## src/rtl/ppcc_defs.svh

```systemverilog
`ifndef PPCC_DEFS_SVH
`define PPCC_DEFS_SVH

// ----------------------------------------------------------------------
// register addresses
// ----------------------------------------------------------------------
`define PPCC_CFG_ADDR      8'hF7   // pwm_cycle_config
`define PPCC_CMP_BASE      8'hE8   // chan_compare_low of channel 0
`define PPCC_CMP_STRIDE    8'h02   // low/high pair per channel
`define PPCC_NCH           3       // number of compare channels

// ----------------------------------------------------------------------
// pwm_cycle_config field positions and reset value
// ----------------------------------------------------------------------
`define PPCC_BIT_RELOAD_REG_SELECT     7       // reload_reg_select
`define PPCC_BIT_CYCLE_OVF_INT_EN      6       // cycle_ovf_int_en
`define PPCC_BIT_CYCLE_OVF_FLAG      5       // cycle_ovf_flag
`define PPCC_BIT_UNUSED    4       // always reads zero
`define PPCC_BIT_WIDE_PWM_RELOAD_EN     3       // wide_pwm_reload_en
`define PPCC_CYCLE_LEN_SEL_LSB     0       // cycle_len_sel[2:0]
`define PPCC_CFG_RESET     8'h00

// ----------------------------------------------------------------------
// cycle lengths
// ----------------------------------------------------------------------
`define PPCC_MIN_LEN       5'h08   // length for code 000
`define PPCC_WIDE_LEN      5'h10   // length of a 16-bit pwm channel

`endif

```

## src/rtl/ppcc_pkg.sv

```systemverilog
package ppcc_pkg;
    `include "ppcc_defs.svh"

    // per-channel mode as seen by this block
    typedef enum logic [1:0] {
        PPCC_MODE_OTHER,
        PPCC_MODE_NBIT,
        PPCC_MODE_WIDE
    } ppcc_mode_t;

    // special-function register access, one cycle strobes
    typedef struct packed {
        logic       rd;
        logic       wr;
        logic [7:0] addr;
        logic [7:0] wdata;
    } ppcc_sfr_req_t;

    // pwm_cycle_config contents
    typedef struct packed {
        logic       reload_reg_select;
        logic       cycle_ovf_int_en;
        logic       cycle_ovf_flag;
        logic       wide_pwm_reload_en;
        logic [2:0] cycle_len_sel;
    } ppcc_cfg_t;

    // decoded compare-register address
    typedef struct packed {
        logic       hit;
        logic [1:0] chan;
        logic       hi;
    } ppcc_dec_t;

    // whole state of the top module
    typedef struct packed {
        ppcc_cfg_t                        cfg;
        logic [`PPCC_NCH-1:0][15:0]       cmp;
        logic [`PPCC_NCH-1:0][4:0]        chan_len;
        logic [15:0]                      prev_cnt;
        logic                             rd_pend;
        logic                             rd_mem;
        logic [7:0]                       rd_early;
        logic [7:0]                       rdata;
        logic                             rvalid;
        logic                             irq;
    } ppcc_state_t;
endpackage

```

## src/rtl/ppcc_reload_mem.sv

```systemverilog
`timescale 1ns/1ps
// shadow reload registers, one 16-bit word per channel
module ppcc_reload_mem #(
    parameter int NCH = 3
) (
    input  wire logic                  i_ref_clk,  // system clock
    input  wire logic                  i_rst_n,    // async reset, active low
    input  wire logic                  i_wr,       // byte write strobe
    input  wire logic                  i_rd,       // byte read strobe
    input  wire logic [1:0]            i_chan,     // channel index
    input  wire logic                  i_hi,       // high byte select
    input  wire logic [7:0]            i_wdata,    // write byte
    output logic      [7:0]            o_rdata,    // read byte, one cycle later
    output logic      [NCH-1:0][15:0]  o_words     // all words for reload copy
);
    typedef struct packed {
        logic [NCH-1:0][15:0] words;
        logic [7:0]           rdata;
    } ppcc_mem_state_t;

    ppcc_mem_state_t st_q;
    ppcc_mem_state_t st_d;

    // ------------------------------------------------------------------
    // byte access
    // ------------------------------------------------------------------
    always_comb begin
        st_d = st_q;
        if (i_wr) begin
            if (i_hi) begin
                st_d.words[i_chan][15:8] = i_wdata;
            end else begin
                st_d.words[i_chan][7:0] = i_wdata;
            end
        end
        // read data is registered; returns the contents before a same-cycle write
        if (i_rd) begin
            st_d.rdata = i_hi ? st_q.words[i_chan][15:8] : st_q.words[i_chan][7:0];
        end
    end

    always_ff @(posedge i_ref_clk or negedge i_rst_n) begin
        if (!i_rst_n) begin
            st_q <= '0;
        end else begin
            st_q <= st_d;
        end
    end

    assign o_rdata = st_q.rdata;
    assign o_words = st_q.words;
endmodule

```

## src/rtl/ppcc_top.sv

```systemverilog
`timescale 1ns/1ps
`include "ppcc_defs.svh"
// ----------------------------------------------------------------------
// ----------------------------------------------------------------------
module ppcc_top
    import ppcc_pkg::*;
(
    input  wire logic                           i_ref_clk,        // system clock, 200 MHz
    input  wire logic                           i_rst_n,          // async reset, active low
    input  wire ppcc_pkg::ppcc_sfr_req_t        i_sfr,            // register access strobes
    input  wire logic [15:0]                    i_cnt,            // main_array_counter value
    input  wire logic                           i_cnt_ovf,        // counter wrapped, one pulse
    input  wire ppcc_pkg::ppcc_mode_t [`PPCC_NCH-1:0] i_chan_mode, // per-channel mode
    output logic [7:0]                          o_sfr_rdata,      // read data
    output logic                                o_sfr_rvalid,     // read data valid pulse
    output logic [`PPCC_NCH-1:0][15:0]          o_cmp,            // chan_compare_regs values
    output logic [`PPCC_NCH-1:0][4:0]           o_chan_len,       // effective cycle length
    output logic [2:0]                          o_cycle_len_sel,  // cycle_len_sel field
    output logic                                o_cycle_ovf_flag, // cycle_ovf_flag
    output logic                                o_pca_int         // counter-array interrupt
);
    import ppcc_pkg::*;

    ppcc_state_t st_q;
    ppcc_state_t st_d;

    // ------------------------------------------------------------------
    // decoding helpers
    // ------------------------------------------------------------------

    // compare address decode, shared by the read and write paths
    function automatic ppcc_dec_t cmp_decode(input logic [7:0] addr);
        ppcc_dec_t d;
        logic [7:0] off;
        d   = '0;
        off = addr - `PPCC_CMP_BASE;
        if (addr >= `PPCC_CMP_BASE && off < 8'(`PPCC_NCH * 2)) begin
            d.hit  = 1'b1;
            d.chan = off[2:1];
            d.hi   = off[0];
        end
        return d;
    endfunction

    // mask of the counter bits that make up one pwm cycle
    function automatic logic [15:0] len_mask(input logic [2:0] sel);
        logic [4:0] len;
        len = `PPCC_MIN_LEN + {2'b00, sel};
        return 16'((17'h1_0000 >> (5'd16 - len)) - 17'h1);
    endfunction

    ppcc_dec_t                     dec;
    logic                          mem_wr;
    logic                          mem_rd;
    logic [7:0]                    mem_rdata;
    logic [`PPCC_NCH-1:0][15:0]    reload;
    logic [15:0]                   mask;
    logic                          cyc_evt;
    logic                          cfg_hit;

    // ------------------------------------------------------------------
    // address steering
    // ------------------------------------------------------------------

    // shadow registers answer only while the select bit is set
    always_comb begin
        dec     = cmp_decode(i_sfr.addr);
        cfg_hit = (i_sfr.addr == `PPCC_CFG_ADDR);
        mem_wr  = i_sfr.wr && dec.hit && st_q.cfg.reload_reg_select;
        mem_rd  = i_sfr.rd && dec.hit && st_q.cfg.reload_reg_select;
    end

    ppcc_reload_mem #(
        .NCH (`PPCC_NCH)
    ) u_reload (
        .i_ref_clk (i_ref_clk),
        .i_rst_n   (i_rst_n),
        .i_wr      (mem_wr),
        .i_rd      (mem_rd),
        .i_chan    (dec.chan),
        .i_hi      (dec.hi),
        .i_wdata   (i_sfr.wdata),
        .o_rdata   (mem_rdata),
        .o_words   (reload)
    );

    // ------------------------------------------------------------------
    // cycle overflow detection
    // ------------------------------------------------------------------

    // the low bits were all ones and the counter moved on: the selected bit carried
    always_comb begin
        mask    = len_mask(st_q.cfg.cycle_len_sel);
        cyc_evt = ((st_q.prev_cnt & mask) == mask) && (i_cnt != st_q.prev_cnt);
    end

    // ------------------------------------------------------------------
    // next state
    // ------------------------------------------------------------------
    always_comb begin
        st_d          = st_q;
        st_d.prev_cnt = i_cnt;
        st_d.rvalid   = 1'b0;

        // configuration write; bit 4 has no storage so it is dropped
        if (i_sfr.wr && cfg_hit) begin
            st_d.cfg.reload_reg_select  = i_sfr.wdata[`PPCC_BIT_RELOAD_REG_SELECT];
            st_d.cfg.cycle_ovf_int_en   = i_sfr.wdata[`PPCC_BIT_CYCLE_OVF_INT_EN];
            st_d.cfg.cycle_ovf_flag     = i_sfr.wdata[`PPCC_BIT_CYCLE_OVF_FLAG];
            st_d.cfg.wide_pwm_reload_en = i_sfr.wdata[`PPCC_BIT_WIDE_PWM_RELOAD_EN];
            st_d.cfg.cycle_len_sel      = i_sfr.wdata[`PPCC_CYCLE_LEN_SEL_LSB +: 3];
        end

        // hardware set comes after the write so an event is never lost
        if (cyc_evt) begin
            st_d.cfg.cycle_ovf_flag = 1'b1;
        end

        // ordinary compare write when the select bit is clear
        if (i_sfr.wr && dec.hit && !st_q.cfg.reload_reg_select) begin
            if (dec.hi) begin
                st_d.cmp[dec.chan][15:8] = i_sfr.wdata;
            end else begin
                st_d.cmp[dec.chan][7:0] = i_sfr.wdata;
            end
        end

        // reload copy per channel; a hardware reload overrides a same-cycle write
        for (int i = 0; i < `PPCC_NCH; i++) begin
            unique case (i_chan_mode[i])
                PPCC_MODE_WIDE: begin
                    st_d.chan_len[i] = `PPCC_WIDE_LEN;
                    if (i_cnt_ovf && st_q.cfg.wide_pwm_reload_en) begin
                        st_d.cmp[i] = reload[i];
                    end
                end
                PPCC_MODE_NBIT: begin
                    st_d.chan_len[i] = `PPCC_MIN_LEN + {2'b00, st_q.cfg.cycle_len_sel};
                    // 8-bit cycles have no reload; the shadow word only serves 9..15
                    if (cyc_evt && st_q.cfg.cycle_len_sel != 3'h0) begin
                        st_d.cmp[i] = reload[i];
                    end
                end
                default: begin
                    // other modes: shadow contents never reach the compare register
                    st_d.chan_len[i] = `PPCC_MIN_LEN + {2'b00, st_q.cfg.cycle_len_sel};
                end
            endcase
        end

        // read, stage one: pick the source, memory answers a cycle later
        st_d.rd_pend  = i_sfr.rd;
        st_d.rd_mem   = mem_rd;
        st_d.rd_early = 8'h00;
        if (i_sfr.rd && cfg_hit) begin
            st_d.rd_early = {st_q.cfg.reload_reg_select,
                             st_q.cfg.cycle_ovf_int_en,
                             st_q.cfg.cycle_ovf_flag,
                             1'b0,
                             st_q.cfg.wide_pwm_reload_en,
                             st_q.cfg.cycle_len_sel};
        end else if (i_sfr.rd && dec.hit && !st_q.cfg.reload_reg_select) begin
            st_d.rd_early = dec.hi ? st_q.cmp[dec.chan][15:8]
                                   : st_q.cmp[dec.chan][7:0];
        end

        // read, stage two: present the byte with a valid pulse
        if (st_q.rd_pend) begin
            st_d.rdata  = st_q.rd_mem ? mem_rdata : st_q.rd_early;
            st_d.rvalid = 1'b1;
        end

        // interrupt follows the masked flag one cycle later
        st_d.irq = st_q.cfg.cycle_ovf_flag && st_q.cfg.cycle_ovf_int_en;
    end

    // ------------------------------------------------------------------
    // state register
    // ------------------------------------------------------------------
    always_ff @(posedge i_ref_clk or negedge i_rst_n) begin
        if (!i_rst_n) begin
            st_q     <= '0;
            st_q.cfg <= ppcc_cfg_t'(`PPCC_CFG_RESET);
            for (int i = 0; i < `PPCC_NCH; i++) begin
                st_q.chan_len[i] <= `PPCC_MIN_LEN;
            end
        end else begin
            st_q <= st_d;
        end
    end

    // ------------------------------------------------------------------
    // outputs, all straight from the state register
    // ------------------------------------------------------------------
    assign o_sfr_rdata      = st_q.rdata;
    assign o_sfr_rvalid     = st_q.rvalid;
    assign o_cmp            = st_q.cmp;
    assign o_chan_len       = st_q.chan_len;
    assign o_cycle_len_sel  = st_q.cfg.cycle_len_sel;
    assign o_cycle_ovf_flag = st_q.cfg.cycle_ovf_flag;
    assign o_pca_int        = st_q.irq;
endmodule

```

## config.mk

```make
export PLATFORM = sky130hd
export DESIGN_NAME = ppcc_top
export DESIGN_NICKNAME = d
export VERILOG_FILES = /design/src/rtl/ppcc_pkg.sv /design/src/rtl/ppcc_reload_mem.sv /design/src/rtl/ppcc_top.sv
export VERILOG_INCLUDE_DIRS = /design/src /design/src/rtl
export SDC_FILE = /design/constraint.sdc
export NUM_CORES = 1
export LEC_CHECK = 0
export BUFFER_PORTS_ARGS = -buffer_cell sky130_fd_sc_hd__clkbuf_2
export CORE_ASPECT_RATIO = 1.75
export CORE_MARGIN = 2
export CORE_UTILIZATION = 35
export DETAILED_ROUTE_END_ITERATION = 10
export PLACE_DENSITY = 0.61
export RECOVER_POWER = 50
export SLEW_MARGIN = 25
export SYNTH_ARGS = -nofsm -noshare
export SYNTH_HDL_FRONTEND = slang
export SYNTH_HIERARCHICAL = 1
export SYNTH_SLANG_ARGS = --single-unit
export TNS_END_PERCENT = 20
```

## constraint.sdc

```tcl
create_clock -name i_ref_clk -period 4.3 [get_ports i_ref_clk]
set_clock_uncertainty 0.2 [all_clocks]
set_input_delay 0.43 -clock i_ref_clk [delete_from_list [all_inputs] [get_ports i_ref_clk]]
set_output_delay 0.43 -clock i_ref_clk [all_outputs]
set_load 0.05 [all_outputs]
```

==> results.yml <==
outcome:
  run_status: "finished, violations left"
  violations: "max-capacitance violations, max-slew violations"
timing:
  setup_violations: 0
  fmax_mhz: 304.1
  slew_headroom: -0.4921
  timing.final.hold_violations: 0
  fin_crit_sh: 0.7647
  rsz0062_at_grt: "no"
  tightest_slew_ns: 2.238
  fin_crit_ns: 3.288
  postLayoutSetupSlackWorst_ns: 1.012
  setup_tns_ns: 0
  drv_slew: 88
final_layout:
  multi_input_area_um2: 4691
  syn_to_final_growth_pct: 10.56
  nets: 994
  layout.cells.most_common_list: "159 x dfrtp_1, 105 x mux2i_1, 73 x clkbuf_1"
  diodes: 0
  seq_area_um2: 4058
  final_common_cell: "dfrtp_1"
  finalNonFillerCells: 1323
  drive_above_1_share: 0.1887
  fillers: 2705
placement:
  gp_congestion: 0.9182
  portBuffers: 119
  dp.cells: 1274
  dp_hpwl_mm: 21.74
  dpl_worst_slack_ns: 0.8450
synthesis:
  syn_inst: 898
  synth-simple-area-share: 0.1334
  synth_compound_area_frac: 0.1347
  syn_area_um2: 9644
  synth.area.mux_share: 0.1907
  synth_area_leaders: "dfrtp_1 41%, mux2i_1 11%, mux2_2 8.2%, buf_4 6.1%, nand2b_1 3.4%"
  synth-seq-cells: 162
  synth_xor_area_frac: 0.01453
  synthAdderAreaFrac: 0.01168
  yosysWarnings: 6
  avgSynthCellArea_um2: 10.74
  synthFlopType: "dfrtp_1"
  async_flop_share: 1.000
  synth_top_family_by_area: "multiplexers"
  synth_edf_count: 0
  ys_seq_area_frac: 0.4207
  yosys.area.top_type_share: 0.4126
  synth.distinct_cells: 66
  yosys.area.top_type: "dfrtp_1"
drt:
  dr_total_vias: 7236
  ant_nets: 0
  via_per_inst: 5.469
  drcViolationCount: 0
  drt_first_pass_iters: 5
  routedWlPerCell_um: 22.87
  drt-total-wl_mm: 30.25
  drt_iter0_drc: 593
clocking:
  clock-sinks: 162
  path_clk_slew_ns: 0.07
  clkLatencyLatePin_ns: 0.44
  cts_tree: "built"
  post_cts_resized: 0
  cts_buffers: 17
  cts_setup_buffers: 0
  clockBufferDepth: 2
  cts_root_buf: "clkbuf_16"
  h-tree-depth: 4
power_and_ir_drop:
  power_density_nw_per_um2: 322.4
  leakage_uw: 0.005094
  ir_drop_mv: 0.2277
worst_setup_path:
  cp-end-kind: "flip-flop"
  start_kind: "flip-flop"
  critPathArrivalTime_ns: 3.42
  path_max_fanout: 49
  required_ns: 4.43
  path_class: "flip-flop to flip-flop"
die:
  die_w_um: 129.5
  core.rowCount: 80
  die_h_um: 223.6
  boundaryPins: 120
  start_util: 0.3542
  core-area_um2: 27230
  dieArea_um2: 28950
global_routing:
  first_global_vias: 7285
  grt_max_degree: 89
  grt_pass1_wl_mm: 44.71
  overflow: 0
  antenna_found_initial: 0
  track_usage: 0.2113
run:
  maxCapViolCount: 1
worst_hold_path:
  min_path_type: "input pin to flip-flop"
## cells in the mapped netlist (21+ instances only)
library cell / n
nand2_1: 26
nor2_1: 46
nor2b_1: 28
nand2b_1: 53
inv_1: 21
clkbuf_1: 31
mux2i_1: 105
o32ai_1: 25
mux2_2: 70
a221o_1: 24
buf_4: 79
a21o_1: 24
dfrtp_1: 159
## metal layers
metal | wire (µm) | vias to the layer above | track usage
met4 | 2127 | 0 | 0.1478
li1 | - | 3290 | -
met1 | 11310 | 3618 | 0.2311
met3 | 1188 | 78 | 0.03511
met5 | 0 | - | 0
met2 | 15630 | 250 | 0.3657
## cell families after synthesis
family | Yosys count
xor+xnor | 16
fa+ha+maj | 9
simple gates | 215
mux | 175
flops | 162
compound gates | 168
buf+inv | 152
other cells | 1
## layout make-up
cell class                      count  area share
Inverter                           27    0.009505
Clock inverter                      9    0.007862
Timing Repair Buffer              149     0.07533
Sequential cell                   162      0.3805
Tap cell                          369     0.04330
Clock buffer                       22     0.04353
Multi-Input combinational cell    585      0.4399
## worst max-delay path: stages, from the launching register on
cell and delay [ns]:
dfrtp_1 0.65, or2_1 0.23, inv_2 0.06, ha_1 0.44, inv_1 0.07, o32ai_1 0.30, o311a_1 0.23, nand4_1 0.15
buf_12 0.25, mux2i_1 0.17, a221o_1 0.35
## stage by stage
step / power (µW) / util / instance area, µm² / hold slack (ns)
2_1_floorplan: 1868 / - / 9648 / -0.06559
3_3_place_gp: 2009 / 0.3683 / 10030 / 0.3069
3_5_place_dp: 2011 / 0.3683 / 10030 / 0.3141
4_1_cts: 3481 / 0.3951 / 10760 / 0.1882
5_1_grt: 3558 / 0.3916 / 10660 / 0.2133
6_report: 3438 / 0.3916 / 10660 / 0.2012
## where the power goes
group	total (µW)	internal (µW)	switching (µW)
Sequential	1590	1560	33.9
Clock	1450	820	628
Combinational	397	114	283
## flip-flops by register name, summed over array words and instances (netlist names)
| register | flops |
|---|---|
| o_chan_len | 15 |
| o_cmp | 48 |
| o_cycle_len_sel | 3 |
| o_cycle_ovf_flag | 1 |
| o_pca_int | 1 |
| o_sfr_rdata | 8 |
| o_sfr_rvalid | 1 |
| st_q | 29 |
| u_reload/o_rdata | 8 |
| u_reload/o_words | 48 |
## final timing paths
check                              startpoint                   end  slack [ns]  depth (start not counted)
setup / recovery           o_cycle_len_sel[1]             o_cmp[41]        1.01                         10
setup reg to reg           o_cycle_len_sel[1]             o_cmp[41]        1.01                         10
max in group asynchronous             i_rst_n        o_sfr_rdata[5]        1.58                          2
hold / removal                 i_chan_mode[3]         o_chan_len[9]        0.20                          2
min in group asynchronous             i_rst_n  u_reload/o_words[14]        0.96                          2
hold reg to reg                o_sfr_rdata[0]        o_sfr_rdata[0]        0.32                          2
## timing repair
item	in CTS	in global routing
setup endpoints to repair	0	0
hold buffers	18	0
hold endpoints to repair	102	0
(Power assumes the default switching activity.)
